## config.mk

```make
export PLATFORM = sky130hd
export DESIGN_NAME = t8wm_timer
export DESIGN_NICKNAME = d
export VERILOG_FILES = /design/src/t8wm_pkg.sv /design/src/t8wm_cfg_if.sv /design/src/t8wm_axi_regs.sv /design/src/t8wm_tick_sync.sv /design/src/t8wm_timer.sv
export SDC_FILE = /design/constraint.sdc
export NUM_CORES = 1
export LEC_CHECK = 0
export BUFFER_PORTS_ARGS = -buffer_cell sky130_fd_sc_hd__buf_2
export CORE_MARGIN = 2
export CORE_UTILIZATION = 54
export DETAILED_ROUTE_END_ITERATION = 8
export GPL_TIMING_DRIVEN = 0
export PLACE_DENSITY = 0.78
export SLEW_MARGIN = 10
export SYNTH_ARGS = -nofsm -noshare
export SYNTH_HDL_FRONTEND = slang
export SYNTH_SLANG_ARGS = --single-unit
export TNS_END_PERCENT = 5
```

## constraint.sdc

```tcl
create_clock -name i_clock -period 2.3 [get_ports i_clock]
set_clock_uncertainty 0.05 [all_clocks]
set_input_delay 0.115 -clock i_clock [delete_from_list [all_inputs] [get_ports i_clock]]
set_output_delay 0.115 -clock i_clock [all_outputs]
set_load 0.02 [all_outputs]
```

## src/t8wm_pkg.sv

```systemverilog
/*
 * t8wm_pkg: register map, field layout, modes and constants of the
 * 8-bit waveform timer.
 * Assumes: included before all other files of the block.
 */
package t8wm_pkg;
    localparam int CW = 8;
    localparam logic [CW-1:0] CNT_BOTTOM = 8'h00;
    localparam logic [CW-1:0] CNT_MAX = 8'hFF;

    // register byte offsets on the AXI4-Lite bus
    localparam logic [4:0] OFF_CTRL = 5'h00;
    localparam logic [4:0] OFF_COUNT = 5'h04;
    localparam logic [4:0] OFF_COMPARE = 5'h08;
    localparam logic [4:0] OFF_FLAGS = 5'h0C;
    localparam logic [4:0] OFF_CMD = 5'h10;

    // control register fields
    localparam int CTRL_MODE_LSB = 0;
    localparam int CTRL_ACT_LSB = 6;
    localparam int CTRL_DIR_BIT = 8;
    localparam int CTRL_EN_BIT = 9;
    // flag register fields (write one to clear)
    localparam int FLAG_OVF_BIT = 0;
    localparam int FLAG_MATCH_BIT = 1;
    // command register: force compare strobe
    localparam int CMD_FORCE_BIT = 0;
    // read-only status bit: wave_out internal state
    localparam int FLAG_WAVE_BIT = 2;

    localparam logic [1:0] RESP_OKAY = 2'b00;
    localparam logic [1:0] RESP_SLVERR = 2'b10;

    typedef enum logic [1:0] {
        T8WM_NORMAL = 2'd0,
        T8WM_PHASE_PWM = 2'd1,
        T8WM_CLEAR_ON_MATCH = 2'd2,
        T8WM_FAST_PWM = 2'd3
    } t8wm_mode_type;

    typedef enum logic [1:0] {
        T8WM_ACT_OFF = 2'd0,
        T8WM_ACT_TOGGLE = 2'd1,
        T8WM_ACT_CLEAR = 2'd2,
        T8WM_ACT_SET = 2'd3
    } t8wm_act_type;
endpackage

```

## src/t8wm_cfg_if.sv

```systemverilog
/*
 * t8wm_cfg_if: settings and strobes passed from the register slave to the
 * counter core.
 * Assumes: both ends run on the same clock.
 */
`timescale 1ns/10ps
interface t8wm_cfg_if;
    import t8wm_pkg::*;
    t8wm_mode_type wave_mode_sel;
    t8wm_act_type out_action_sel;
    logic run_enable;
    logic [CW-1:0] compare_wdata;
    logic compare_write;
    logic [CW-1:0] count_wdata;
    logic count_write;
    logic force_match;
    logic [CW-1:0] count_value;
    logic [CW-1:0] compare_value;
    logic wave_state;
    logic ovf_event;
    logic match_event;

    modport regs (
        output wave_mode_sel, out_action_sel, run_enable, compare_wdata,
        output compare_write, count_wdata, count_write, force_match,
        input count_value, compare_value, wave_state, ovf_event, match_event
    );
    modport core (
        input wave_mode_sel, out_action_sel, run_enable, compare_wdata,
        input compare_write, count_wdata, count_write, force_match,
        output count_value, compare_value, wave_state, ovf_event, match_event
    );
endinterface

```

## src/t8wm_axi_regs.sv

```systemverilog
/*
 * t8wm_axi_regs: AXI4-Lite slave holding control, flag and command
 * registers of the waveform timer.
 * Assumes: one write and one read in flight at most; same clock as core.
 */
`timescale 1ns/10ps
module t8wm_axi_regs (
    // clock and reset
    input wire logic i_clock,
    input wire logic i_rst,
    // write channels
    input wire logic [4:0] i_awaddr,
    input wire logic i_awvalid,
    output logic o_awready,
    input wire logic [31:0] i_wdata,
    input wire logic [3:0] i_wstrb,
    input wire logic i_wvalid,
    output logic o_wready,
    output logic [1:0] o_bresp,
    output logic o_bvalid,
    input wire logic i_bready,
    // read channels
    input wire logic [4:0] i_araddr,
    input wire logic i_arvalid,
    output logic o_arready,
    output logic [31:0] o_rdata,
    output logic [1:0] o_rresp,
    output logic o_rvalid,
    input wire logic i_rready,
    // core side
    t8wm_cfg_if.regs cfg,
    output logic o_dir_out
);
    import t8wm_pkg::*;

    logic aw_hold_reg;
    logic [4:0] aw_addr_reg;
    logic w_hold_reg;
    logic [31:0] w_data_reg;
    logic [3:0] w_strb_reg;
    logic do_write;
    logic [4:0] wa;
    logic ovf_flag_reg;
    logic match_flag_reg;
    logic [1:0] mode_reg;
    logic [1:0] act_reg;
    logic dir_reg;
    logic en_reg;
    logic [31:0] rd_next;
    logic rd_ok;

    assign o_awready = !aw_hold_reg && !o_bvalid;
    assign o_wready = !w_hold_reg && !o_bvalid;
    assign o_arready = !o_rvalid;
    assign do_write = aw_hold_reg && w_hold_reg && !o_bvalid;
    assign wa = aw_addr_reg;

    always_ff @(posedge i_clock) begin
        if (i_rst) begin
            aw_hold_reg <= 1'b0;
            aw_addr_reg <= 5'h00;
        end else if (o_awready && i_awvalid) begin
            aw_hold_reg <= 1'b1;
            aw_addr_reg <= i_awaddr;
        end else if (do_write) begin
            aw_hold_reg <= 1'b0;
        end
    end

    always_ff @(posedge i_clock) begin
        if (i_rst) begin
            w_hold_reg <= 1'b0;
            w_data_reg <= 32'h0000_0000;
            w_strb_reg <= 4'h0;
        end else if (o_wready && i_wvalid) begin
            w_hold_reg <= 1'b1;
            w_data_reg <= i_wdata;
            w_strb_reg <= i_wstrb;
        end else if (do_write) begin
            w_hold_reg <= 1'b0;
        end
    end

    always_ff @(posedge i_clock) begin
        if (i_rst) begin
            o_bvalid <= 1'b0;
            o_bresp <= RESP_OKAY;
        end else if (do_write) begin
            o_bvalid <= 1'b1;
            o_bresp <= (wa == OFF_CTRL || wa == OFF_COUNT ||
                wa == OFF_COMPARE || wa == OFF_FLAGS || wa == OFF_CMD) ?
                RESP_OKAY : RESP_SLVERR;
        end else if (i_bready) begin
            o_bvalid <= 1'b0;
        end
    end

    // control fields; all sit in byte lane 0 or 1
    always_ff @(posedge i_clock) begin
        if (i_rst) begin
            mode_reg <= 2'b00;
            act_reg <= 2'b00;
            dir_reg <= 1'b0;
            en_reg <= 1'b0;
        end else if (do_write && wa == OFF_CTRL) begin
            if (w_strb_reg[0]) begin
                mode_reg <= w_data_reg[CTRL_MODE_LSB +: 2];
                act_reg <= w_data_reg[CTRL_ACT_LSB +: 2];
            end
            if (w_strb_reg[1]) begin
                dir_reg <= w_data_reg[CTRL_DIR_BIT];
                en_reg <= w_data_reg[CTRL_EN_BIT];
            end
        end
    end

    assign cfg.wave_mode_sel = t8wm_mode_type'(mode_reg);
    assign cfg.out_action_sel = t8wm_act_type'(act_reg);
    assign cfg.run_enable = en_reg;
    assign o_dir_out = dir_reg;
    assign cfg.compare_wdata = w_data_reg[CW-1:0];
    assign cfg.count_wdata = w_data_reg[CW-1:0];
    assign cfg.compare_write = do_write && wa == OFF_COMPARE && w_strb_reg[0];
    assign cfg.count_write = do_write && wa == OFF_COUNT && w_strb_reg[0];
    assign cfg.force_match = do_write && wa == OFF_CMD && w_strb_reg[0] &&
        w_data_reg[CMD_FORCE_BIT];

    // hardware set wins over a write-one clear in the same cycle
    always_ff @(posedge i_clock) begin
        if (i_rst) begin
            ovf_flag_reg <= 1'b0;
            match_flag_reg <= 1'b0;
        end else begin
            if (cfg.ovf_event) begin
                ovf_flag_reg <= 1'b1;
            end else if (do_write && wa == OFF_FLAGS && w_strb_reg[0] &&
                w_data_reg[FLAG_OVF_BIT]) begin
                ovf_flag_reg <= 1'b0;
            end
            if (cfg.match_event) begin
                match_flag_reg <= 1'b1;
            end else if (do_write && wa == OFF_FLAGS && w_strb_reg[0] &&
                w_data_reg[FLAG_MATCH_BIT]) begin
                match_flag_reg <= 1'b0;
            end
        end
    end

    always_comb begin
        rd_next = 32'h0000_0000;
        rd_ok = 1'b1;
        case (i_araddr)
            OFF_CTRL: begin
                rd_next[CTRL_MODE_LSB +: 2] = mode_reg;
                rd_next[CTRL_ACT_LSB +: 2] = act_reg;
                rd_next[CTRL_DIR_BIT] = dir_reg;
                rd_next[CTRL_EN_BIT] = en_reg;
            end
            OFF_COUNT: rd_next[CW-1:0] = cfg.count_value;
            OFF_COMPARE: rd_next[CW-1:0] = cfg.compare_value;
            OFF_FLAGS: begin
                rd_next[FLAG_OVF_BIT] = ovf_flag_reg;
                rd_next[FLAG_MATCH_BIT] = match_flag_reg;
                rd_next[FLAG_WAVE_BIT] = cfg.wave_state;
            end
            OFF_CMD: rd_next = 32'h0000_0000;
            default: rd_ok = 1'b0;
        endcase
    end

    always_ff @(posedge i_clock) begin
        if (i_rst) begin
            o_rvalid <= 1'b0;
            o_rdata <= 32'h0000_0000;
            o_rresp <= RESP_OKAY;
        end else if (o_arready && i_arvalid) begin
            o_rvalid <= 1'b1;
            o_rdata <= rd_next;
            o_rresp <= rd_ok ? RESP_OKAY : RESP_SLVERR;
        end else if (i_rready) begin
            o_rvalid <= 1'b0;
        end
    end
endmodule

```

## src/t8wm_tick_sync.sv

```systemverilog
/*
 * t8wm_tick_sync: two-stage synchroniser and rising-edge detector for
 * the timer tick pin.
 * Assumes: the tick pin is slow against i_clock (high or low two cycles).
 */
`timescale 1ns/10ps
module t8wm_tick_sync (
    // clock and reset
    input wire logic i_clock,
    input wire logic i_rst,
    // pin and pulse
    input wire logic i_pin,
    output logic o_pulse
);
    logic s1_reg;
    logic s2_reg;
    logic s3_reg;

    always_ff @(posedge i_clock) begin
        if (i_rst) begin
            s1_reg <= 1'b0;
            s2_reg <= 1'b0;
            s3_reg <= 1'b0;
        end else begin
            s1_reg <= i_pin;
            s2_reg <= s1_reg;
            s3_reg <= s2_reg;
        end
    end

    assign o_pulse = s2_reg && !s3_reg;
endmodule

```

## src/t8wm_timer.sv

```systemverilog
/*
 * t8wm_timer: top of the 8-bit waveform timer. Counter, compare unit,
 * waveform generator, pin gating; registers over AXI4-Lite.
 * Assumes: the timer tick comes from an outside prescaler or oscillator
 * as a level on a pin; each rising edge is one timer clock.
 */
// The AXI4-Lite interface to the registers and the register addresses were decided locally.
// What this block does
// RULE_01: mode 2 clears the counter the tick after it matches compare.
// RULE_02: clear-on-match mode raises the match flag each period at top.
// RULE_03: clear-on-match compare unbuffered; written below count, wraps first.
// RULE_04: clear-on-match with action 1 toggles the output on each match.
// RULE_05: toggle with compare zero flips output every tick, half rate.
// RULE_06: clear-on-match sets overflow on the tick rolling max to zero.
// RULE_07: mode 3 counts up only, bottom to max, then restarts.
// RULE_08: fast PWM clears the counter on the tick after max.
// RULE_09: fast PWM sets overflow each time counter reaches max.
// RULE_10: fast PWM action 2 clears on match, sets at bottom; 3 opposite.
// RULE_11: fast PWM compare bottom gives spike; compare max a constant level.
// RULE_12: fast PWM action 1 toggles on each match, 50% duty.
// RULE_13: fast PWM keeps compare double buffering active.
// RULE_14: mode 1 counts up to max then down to bottom repeatedly.
// RULE_15: phase correct reverses at max, holding max one tick.
// RULE_16: phase correct: clear on up-match, set on down-match; inverted swaps.
// RULE_17: phase correct sets overflow each time counter reaches bottom.
// RULE_18: phase correct compare bottom constant low, max constant high.
// RULE_19: output reaches pin only when pin direction is output.
// RULE_20: counter advances only on active timer tick.
// RULE_21: a match sets the match flag on the following tick.
// RULE_22: compare buffered in PWM modes, written directly otherwise.
// RULE_23: mode 0 counts up, wraps 0xFF to 0x00, never clears on match.
// RULE_24: non-PWM action 1/2/3 toggle/clear/set on match; 0 disconnects.
// RULE_25: PWM modes load buffered compare when counter reaches max.
// RULE_26: software sets modes before enabling tick and sets pin direction.
`timescale 1ns/10ps
module t8wm_timer (
    // clock and reset
    input wire logic i_clock,
    input wire logic i_rst,
    // AXI4-Lite write
    input wire logic [4:0] i_awaddr,
    input wire logic i_awvalid,
    output logic o_awready,
    input wire logic [31:0] i_wdata,
    input wire logic [3:0] i_wstrb,
    input wire logic i_wvalid,
    output logic o_wready,
    output logic [1:0] o_bresp,
    output logic o_bvalid,
    input wire logic i_bready,
    // AXI4-Lite read
    input wire logic [4:0] i_araddr,
    input wire logic i_arvalid,
    output logic o_arready,
    output logic [31:0] o_rdata,
    output logic [1:0] o_rresp,
    output logic o_rvalid,
    input wire logic i_rready,
    // timer tick and waveform pin
    input wire logic i_tick_pin,
    output logic o_wave_out,
    output logic o_wave_oe,
    // event pulses
    output logic o_overflow_pulse,
    output logic o_match_pulse
);
    import t8wm_pkg::*;

    t8wm_cfg_if cfg ();

    logic dir_out;
    logic tick_raw;
    logic tick_enable;
    logic [CW-1:0] count_reg;
    logic [CW-1:0] count_next;
    logic [CW-1:0] compare_reg;
    logic [CW-1:0] compare_buf_reg;
    logic down_reg;
    logic wave_reg;
    logic wave_next;
    logic block_reg;
    logic match_pend_reg;
    logic is_pwm;
    logic hit;
    logic at_max;
    logic at_bottom;
    logic ovf_now;
    logic ovf_reg;
    logic match_reg;

    t8wm_axi_regs i_t8wm_axi_regs (
        .i_clock(i_clock),
        .i_rst(i_rst),
        .i_awaddr(i_awaddr),
        .i_awvalid(i_awvalid),
        .o_awready(o_awready),
        .i_wdata(i_wdata),
        .i_wstrb(i_wstrb),
        .i_wvalid(i_wvalid),
        .o_wready(o_wready),
        .o_bresp(o_bresp),
        .o_bvalid(o_bvalid),
        .i_bready(i_bready),
        .i_araddr(i_araddr),
        .i_arvalid(i_arvalid),
        .o_arready(o_arready),
        .o_rdata(o_rdata),
        .o_rresp(o_rresp),
        .o_rvalid(o_rvalid),
        .i_rready(i_rready),
        .cfg(cfg.regs),
        .o_dir_out(dir_out)
    );

    t8wm_tick_sync i_t8wm_tick_sync (
        .i_clock(i_clock),
        .i_rst(i_rst),
        .i_pin(i_tick_pin),
        .o_pulse(tick_raw)
    );

    // software gate on top of the pin tick
    assign tick_enable = tick_raw && cfg.run_enable; // RULE_20

    assign is_pwm = cfg.wave_mode_sel == T8WM_PHASE_PWM ||
        cfg.wave_mode_sel == T8WM_FAST_PWM;
    assign hit = count_reg == compare_reg;
    assign at_max = count_reg == CNT_MAX;
    assign at_bottom = count_reg == CNT_BOTTOM;

    // counting sequence per mode
    always_comb begin
        count_next = count_reg;
        unique case (cfg.wave_mode_sel)
            T8WM_NORMAL: count_next = count_reg + 8'h01; // RULE_23
            T8WM_CLEAR_ON_MATCH: begin
                // missed top runs on through 0xFF to 0x00
                if (hit) begin
                    count_next = CNT_BOTTOM; // RULE_01
                end else begin
                    count_next = count_reg + 8'h01; // RULE_03
                end
            end
            T8WM_FAST_PWM: begin
                if (at_max) begin
                    count_next = CNT_BOTTOM; // RULE_08
                end else begin
                    count_next = count_reg + 8'h01; // RULE_07
                end
            end
            T8WM_PHASE_PWM: begin
                // max held one tick: direction flips as we leave it
                if (at_max) begin
                    count_next = count_reg - 8'h01; // RULE_15
                end else if (at_bottom) begin
                    count_next = count_reg + 8'h01; // RULE_14
                end else if (down_reg) begin
                    count_next = count_reg - 8'h01;
                end else begin
                    count_next = count_reg + 8'h01;
                end
            end
        endcase
    end

    always_ff @(posedge i_clock) begin
        if (i_rst) begin
            count_reg <= CNT_BOTTOM;
        end else if (cfg.count_write) begin
            count_reg <= cfg.count_wdata;
        end else if (tick_enable) begin
            count_reg <= count_next; // RULE_20
        end
    end

    always_ff @(posedge i_clock) begin
        if (i_rst) begin
            down_reg <= 1'b0;
        end else if (cfg.wave_mode_sel != T8WM_PHASE_PWM) begin
            down_reg <= 1'b0;
        end else if (tick_enable && at_max) begin
            down_reg <= 1'b1; // RULE_15
        end else if (tick_enable && at_bottom) begin
            down_reg <= 1'b0;
        end
    end

    // compare buffer: direct in non-PWM, loaded at max in PWM modes
    always_ff @(posedge i_clock) begin
        if (i_rst) begin
            compare_buf_reg <= CNT_BOTTOM;
        end else if (cfg.compare_write) begin
            compare_buf_reg <= cfg.compare_wdata;
        end
    end

    always_ff @(posedge i_clock) begin
        if (i_rst) begin
            compare_reg <= CNT_BOTTOM;
        end else if (!is_pwm) begin
            if (cfg.compare_write) begin
                compare_reg <= cfg.compare_wdata; // RULE_22
            end
        end else if (tick_enable && at_max) begin
            compare_reg <= compare_buf_reg; // RULE_13 RULE_25
        end
    end

    // a count write blocks the match of the next tick
    always_ff @(posedge i_clock) begin
        if (i_rst) begin
            block_reg <= 1'b0;
        end else if (cfg.count_write) begin
            block_reg <= 1'b1;
        end else if (tick_enable) begin
            block_reg <= 1'b0;
        end
    end

    // match seen now, flag raised on the following tick
    always_ff @(posedge i_clock) begin
        if (i_rst) begin
            match_pend_reg <= 1'b0;
        end else if (tick_enable) begin
            match_pend_reg <= hit && !block_reg; // RULE_21
        end
    end

    always_comb begin
        unique case (cfg.wave_mode_sel)
            T8WM_FAST_PWM: ovf_now = at_max; // RULE_09
            T8WM_PHASE_PWM: ovf_now = at_bottom; // RULE_17
            default: ovf_now = at_max; // RULE_06
        endcase
    end

    always_ff @(posedge i_clock) begin
        if (i_rst) begin
            ovf_reg <= 1'b0;
            match_reg <= 1'b0;
        end else begin
            ovf_reg <= tick_enable && ovf_now;
            match_reg <= tick_enable && match_pend_reg; // RULE_02 RULE_21
        end
    end

    assign cfg.ovf_event = ovf_reg;
    assign cfg.match_event = match_reg;
    assign o_overflow_pulse = ovf_reg;
    assign o_match_pulse = match_reg;
    assign cfg.count_value = count_reg;
    assign cfg.compare_value = is_pwm ? compare_buf_reg : compare_reg;
    assign cfg.wave_state = wave_reg;

    // waveform generator; acts on the tick that leaves the compared count
    always_comb begin
        wave_next = wave_reg;
        if (cfg.force_match && !is_pwm) begin
            unique case (cfg.out_action_sel)
                T8WM_ACT_TOGGLE: wave_next = !wave_reg;
                T8WM_ACT_CLEAR: wave_next = 1'b0;
                T8WM_ACT_SET: wave_next = 1'b1;
                T8WM_ACT_OFF: wave_next = wave_reg;
            endcase
        end else if (tick_enable && !block_reg) begin
            unique case (cfg.wave_mode_sel)
                T8WM_NORMAL, T8WM_CLEAR_ON_MATCH: begin
                    if (hit) begin
                        unique case (cfg.out_action_sel) // RULE_24
                            T8WM_ACT_TOGGLE: wave_next = !wave_reg; // RULE_04 RULE_05
                            T8WM_ACT_CLEAR: wave_next = 1'b0;
                            T8WM_ACT_SET: wave_next = 1'b1;
                            T8WM_ACT_OFF: wave_next = wave_reg;
                        endcase
                    end
                end
                T8WM_FAST_PWM: begin
                    // match at max wins over the wrap: constant level
                    unique case (cfg.out_action_sel)
                        T8WM_ACT_TOGGLE: if (hit) wave_next = !wave_reg; // RULE_12
                        T8WM_ACT_CLEAR: begin
                            if (hit) wave_next = 1'b0; // RULE_10 RULE_11
                            else if (at_max) wave_next = 1'b1;
                        end
                        T8WM_ACT_SET: begin
                            if (hit) wave_next = 1'b1; // RULE_10 RULE_11
                            else if (at_max) wave_next = 1'b0;
                        end
                        T8WM_ACT_OFF: wave_next = wave_reg;
                    endcase
                end
                T8WM_PHASE_PWM: begin
                    // bottom/max compare: the edges cancel to a fixed level
                    if (cfg.out_action_sel[1]) begin
                        if (compare_reg == CNT_BOTTOM) begin
                            wave_next = cfg.out_action_sel[0]; // RULE_18
                        end else if (compare_reg == CNT_MAX) begin
                            wave_next = !cfg.out_action_sel[0]; // RULE_18
                        end else if (hit) begin
                            wave_next = down_reg ^ cfg.out_action_sel[0]; // RULE_16
                        end
                    end
                end
            endcase
        end
    end

    always_ff @(posedge i_clock) begin
        if (i_rst) begin
            wave_reg <= 1'b0;
        end else begin
            wave_reg <= wave_next;
        end
    end

    // pin drives only with an action selected and direction set to output
    always_ff @(posedge i_clock) begin
        if (i_rst) begin
            o_wave_out <= 1'b0;
            o_wave_oe <= 1'b0;
        end else begin
            o_wave_out <= wave_reg;
            o_wave_oe <= dir_out && cfg.out_action_sel != T8WM_ACT_OFF; // RULE_19
        end
    end
endmodule

```

# Yosys cells after proc, flatten, opt, wreduce, memory -nomap -nowiden
# Cells that the tools add are included.
# word_totals
register_bits	78
latchBits	0
ram_bits	0
mem_bits_ro	0
inputBits	54
out_inout_bits	45
wordCells	177
n_memories	0
# op_classes
add_sub_neg	2
multipliers	0
div_mod_pow	0
order_cmp	0
n_eq_ne	26
n_shift	0
muxes	51
bitwise	1
reduce_logical	67
# ops
operator	count
$mux 8	11
$pmux 8 s4	1
$logic_and 1x1->1	29
$mux 1	29
$reduce_bool 2->1	11
$eq 5x4->1 const B	4
$eq 8x8->1 const B	2
$logic_not 8->1	2
$eq 5x3->1 const B	2
$eq 5x5->1 const B	2
$logic_not 5->1	2
$ne 5x5->1 const B	2
$logic_not 1->1	9
$pmux 1 s3	3
$add 8x1->8 const B	1
$eq 2x2->1 const B	4
$eq 8x8->1	1
$pmux 2 s4	1
$reduce_and 8->1	1
$sub 8x1->8 const B	1
$mux 2	3
$ne 3x3->1 const B	2
$pmux 2 s3	1
$pmux 3 s2	1
12 further kinds	22

# Logic depth before layout (Yosys ltp)
# logic_depth
word_depth	8
depth_mapped	8
mapped_depth_nobuf	7

# Cells and area by module
# From an unflattened synthesis, not the netlist that was laid out.
# hier_totals
cells_unflattened	511
hier_area_um2	4325.4
# modules_own_cells
mod	n_inst	cells_each	area_each_um2	seq_area_each_um2
t8wm_axi_regs	1	246	2158.3	820.8
t8wm_timer	1	258	2079.5	640.6
t8wm_tick_sync	1	7	87.6	60.1

# Worst setup path before layout
# OpenSTA, ideal clock, no wires.
# synth_timing
kind	flip-flop to flip-flop
from	reg count_reg[7] (netlist: cfg.count_value[7])
to	reg wave_reg (netlist: cfg.wave_state)
setup_ns	0.139
t_arrival_ns	1.789
required_ns	2.111
path_slack_ns	0.322
path_stages_with_launch	8
path_buffers	1
cell_sequence	dfxtp_1 > clkbuf_1 > xnor2_1 > nand4_1 > or2_1 > a221o_1 > a222oi_1 > a311oi_1
# synth_via
elab_chain_cells	6
# synth_rtl
element	line	source
from (decl)	t8wm_timer.sv:74	logic [CW-1:0] count_reg;
from (signal assigned)	t8wm_timer.sv:170	count_reg <= cfg.count_wdata;
from (signal assigned)	t8wm_timer.sv:172	count_reg <= count_next;
$eq 8x8->1	t8wm_timer.sv:127	assign hit = count_reg == compare_reg;
$mux 1 (on tied branches)	t8wm_timer.sv:286, t8wm_timer.sv:282	
$pmux 1 s3	t8wm_timer.sv:279	unique case (cfg.out_action_sel)
$pmux 1 s3	t8wm_timer.sv:266	unique case (cfg.wave_mode_sel)
$mux 1	t8wm_timer.sv:265	end else if (tick_enable && !block_reg) begin
$mux 1	t8wm_timer.sv:258	if (cfg.force_match && !is_pwm) begin
to (signal assigned)	t8wm_timer.sv:312	wave_reg <= wave_next;
to (decl)	t8wm_timer.sv:79	logic wave_reg;
# Parallel ways exist; a longest one is shown, timed or not. The select of a mux whose other input is x is not followed.
# A chain may end at the register's enable or synchronous reset.

# Final worst setup path
# layout_timing
from	reg count_reg[0] (netlist: cfg.count_value[0])
to	reg wave_reg (netlist: cfg.wave_state)
# Same word-level chain as after synthesis.

==> summary.txt <==
Power and ir drop
  – Maximum vdd drop: roughly 0.45 mV
  – Total power: 2.64 mW
  – Pwr dens: 531 nW/µm²
  – Leakage: 2.05 nW

GRT
  – Initial antenna violation count: 0
  – Grt total ovfl: 0
  – Largest net degree at the start of global routing: 14
  – First-pass GRT wire length: ~18000 µm
  – Vias in the first global route: between 3000 and 4000
  – Gr usage total: roughly 28%

Hold path
  – Min-delay worst type: input port to flop
  – Hold Path Cell Cnt: 3

Clock network
  – CTS max path bufs: 2
  – H-tree Lvls: 3
  – TritonCTS clock tree: yes
  – Clk_lat worst skew: 360 ps
  – Clock Sinks: 76
  – CTS Buf Count: 9
  – Clock transition at the registers of the reported paths: 80 ps
  – CTS Root Cell: clkbuf_8

Placed design
  – IO Port Bufs: 50
  – Placed cells: around 670
  – Post-Place Setup Slack: -189 ps
  – Routability Congestion: 0.922
  – Dpl hpwl: 8120 µm

Yosys
  – Seq/Total Area, Yosys: 37.1%
  – Xor/xnor share of the synthesized area: roughly 3.6%
  – Top FF cell, synth: dfxtp_1
  – Yosys top cell area share: 37.1%
  – Cell taking the most area after synthesis: dfxtp_1
  – Netlist cell types: 63
  – FF+latch count, synth: 76
  – Cell count after synthesis: 494
  – Largest family of logic cells by synthesized area: simple AND/OR/NAND/NOR gates
  – Simple-gate share of the synthesized area: between 20 and 25%
  – Synthesized area per cell: 8.31 µm²
  – Post-synth EDFFs: 0
  – Post-synthesis mux area share: ~8%
  – Async S/R FF share, synth: 0%
  – Compound-Gate Fraction of Synth Area: between 10% and 20%
  – Cell area after synthesis: 4100 µm²
  – Synth warn: 0
  – Top post-synthesis cells by area: dfxtp_1 37%, mux2i_1 7.3%, nor2_1 5.9%, a21oi_1 4.9%, nand2_1 4.7%
  – Post-synthesis adder-cell area fraction: less than 1%

Worst setup path
  – CP endpoint kind: flop
  – Crit Path Max Fanout: 7
  – Startpoint class of the critical path: flop
  – CP required: between 2000 and 2500 ps
  – Slowest-stage cell, CP: a222oi_1
  – CP peak stage delay: ~370 ps
  – Worst path depth: 7
  – Worst path bufs/invs: 1
  – Worst EP arrival: 2460 ps
  – WS Path Type: flop to flop
  – Delay-heaviest family, CP: compound AO/OA/AOI/OAI gates
  – R2R cell count: 7
  – Cell Chain, Critical Path: clkbuf_2, xnor2_1, nand4_1, or2_1, a221o_1, a222oi_1, a311oi_1

Layout
  – Syn-to-layout area delta: 21.4%
  – Antenna Cells: 0
  – Fin nets: 658
  – Share of cells above drive strength 1: 20.1%
  – Non-filler instance count after layout: 705

Floorplan
  – I/O Pins: 99
  – Initial Util: 56.3%
  – DIE AREA: 8310 µm²
  – Core Footprint: ~7300 µm²
  – Row count: 31
  – Die H: 91.2 µm
  – Die X: 91.2 µm

STA
  – Final hold vios: 0
  – Post-route clock period utilization: between 90% and 100%
  – Post-layout min period: 2290 ps
  – RSZ-0062 raised after global routing: yes
  – Worst-Margin Slew: about 1000 ps
  – Max Slew Vio Count: 0
  – Worst rel slew slack: 32.4%
  – Setup violations, final: 0
  – Final WS setup: 14.5 ps
  – FMAX: ~440 MHz

Routing
  – Routed wire per std cell: about 16 µm
  – Remaining DRCs: 0
  – Antenna-violating nets left: 0
  – Initial DRC count: 353
  – Routed Wire Length: 11500 µm
  – Vias per cell: 5.59
  – Routed via count: 3939
  – First-pass iteration count of the detailed router: 5

Run status
  – Status: finished, final reports clean

Run
  – Maximum capacitance violations: 0
-- worst min-delay path, delay by kind of cell --
family | cells | cell delay, ps
buf+inv | 1 | 110
simple gates | 1 | 90
compound gates | 1 | 50
-- cells in the final DEF (no fill, tap or decap), types with 3 or more instances in the layout --
cell | netlist | routed
dfxtp_1 | 76 | 75
nor2_1 | 65 | 65
buf_2 | 5 | 55
nand2_1 | 51 | 51
a21oi_1 | 40 | 40
mux2i_1 | 30 | 30
buf_4 | 25 | 28
conb_1 | 1 | 24
dlygate4sd3_1 | 0 | 21
clkbuf_1 | 19 | 19
o21ai_0 | 18 | 18
a211oi_1 | 14 | 14
nor3_1 | 13 | 13
xnor2_1 | 12 | 12
inv_1 | 11 | 11
clkbuf_8 | 0 | 10
nand3_1 | 7 | 7
buf_6 | 6 | 6
a22oi_1 | 6 | 6
nand2b_1 | 5 | 5
a31oi_1 | 5 | 5
nor2b_1 | 5 | 5
nand4_1 | 4 | 4
nand3b_1 | 4 | 4
or3_1 | 4 | 4
nor4_1 | 5 | 4
a311oi_1 | 4 | 4
and3_1 | 3 | 3
xor2_1 | 3 | 3
o211ai_1 | 3 | 3
o22ai_1 | 3 | 3
ha_1 | 3 | 3
-- layout make-up --
cell class / instances / area, µm²
plain buffers: 56 / 357
clock inverters: 5 / 35.0
fillers: 629 / 2310
flip-flops and latches: 76 / 1520
repair buffers: 74 / 483
well taps: 99 / 124
multi-input cells: 373 / 2280
clock buffers: 11 / 141
inverters: 11 / 41.3
-- power by group --
group	total (mW)	leakage [nW]	internal [mW]	switching, mW
clock	0.945	0.0897	0.424	0.521
combinational	0.308	1.34	0.131	0.177
sequential	1.39	0.618	1.35	0.0406
total	2.64	2.05	1.90	0.739
-- logic make-up (layout without fill, tap and decap cells) --
kind of cell | after synthesis | in the layout
and+or+nand+nor | 187 | 187
AOI/OAI and AO/OA | 111 | 111
DFF | 76 | 76
buffers and inverters | 68 | 157
muxes | 32 | 32
xor gates and xnor gates | 16 | 16
adders and majority gates | 3 | 3
other | 1 | 24
-- stage by stage --
step / TNS [ps] / area [µm²] / utilization (%) / hold slack, ps
finish: 0 / 4980 / 68.3 / 0.866
detailed placement: -521 / 4560 / 62.6 / 266
global route: -146 / 4980 / 68.3 / 9.41
floorplan: 0 / 4190 / - / 152
global placement: -691 / 4560 / 62.6 / 254
CTS: -4.64 / 4960 / 68.0 / 0.964
-- final timing paths --
check | from | to | slack, ps
max reg2reg | cfg.count_value[0] | cfg.wave_state | 10
max | cfg.count_value[0] | cfg.wave_state | 10
min | i_arvalid | i_t8wm_axi_regs.o_rvalid | 0.9
min reg2reg | i_t8wm_tick_sync.s1_reg | i_t8wm_tick_sync.s2_reg | 410
-- cell usage after synthesis (5+ instances only) --
library cell	instances
nand3_1	7
xnor2_1	12
o21ai_0	18
a211oi_1	14
nor4_1	5
buf_4	25
dfxtp_1	76
a31oi_1	5
buf_2	5
nand2_1	51
a21oi_1	40
mux2i_1	30
nor2b_1	5
nor3_1	13
clkbuf_1	19
buf_6	6
nand2b_1	5
inv_1	11
nor2_1	65
a22oi_1	6
-- routing by layer --
| metal | wire (µm) | share of wire [%] | global-route usage (%) | vias up |
|---|---|---|---|---|
| met5 | 0 | 0 | 0 | - |
| met4 | 247 | 2.2 | 11.0 | 0 |
| met3 | 935 | 8.2 | 5.06 | 27 |
| met2 | 5360 | 47 | 47.3 | 201 |
| met1 | 4920 | 43 | 36.0 | 1803 |
| li1 | - | - | - | 1908 |
-- repair_timing --
item                                    CTS  global route
hold buffers                             21             0
buffers inserted                          0             3
pin swaps                                 1             1
hold endpoints to repair                 21             0
gates resized for setup                   2             1
endpoints found under the setup margin    7             8
No activity file was read; power rests on OpenSTA's default activity.
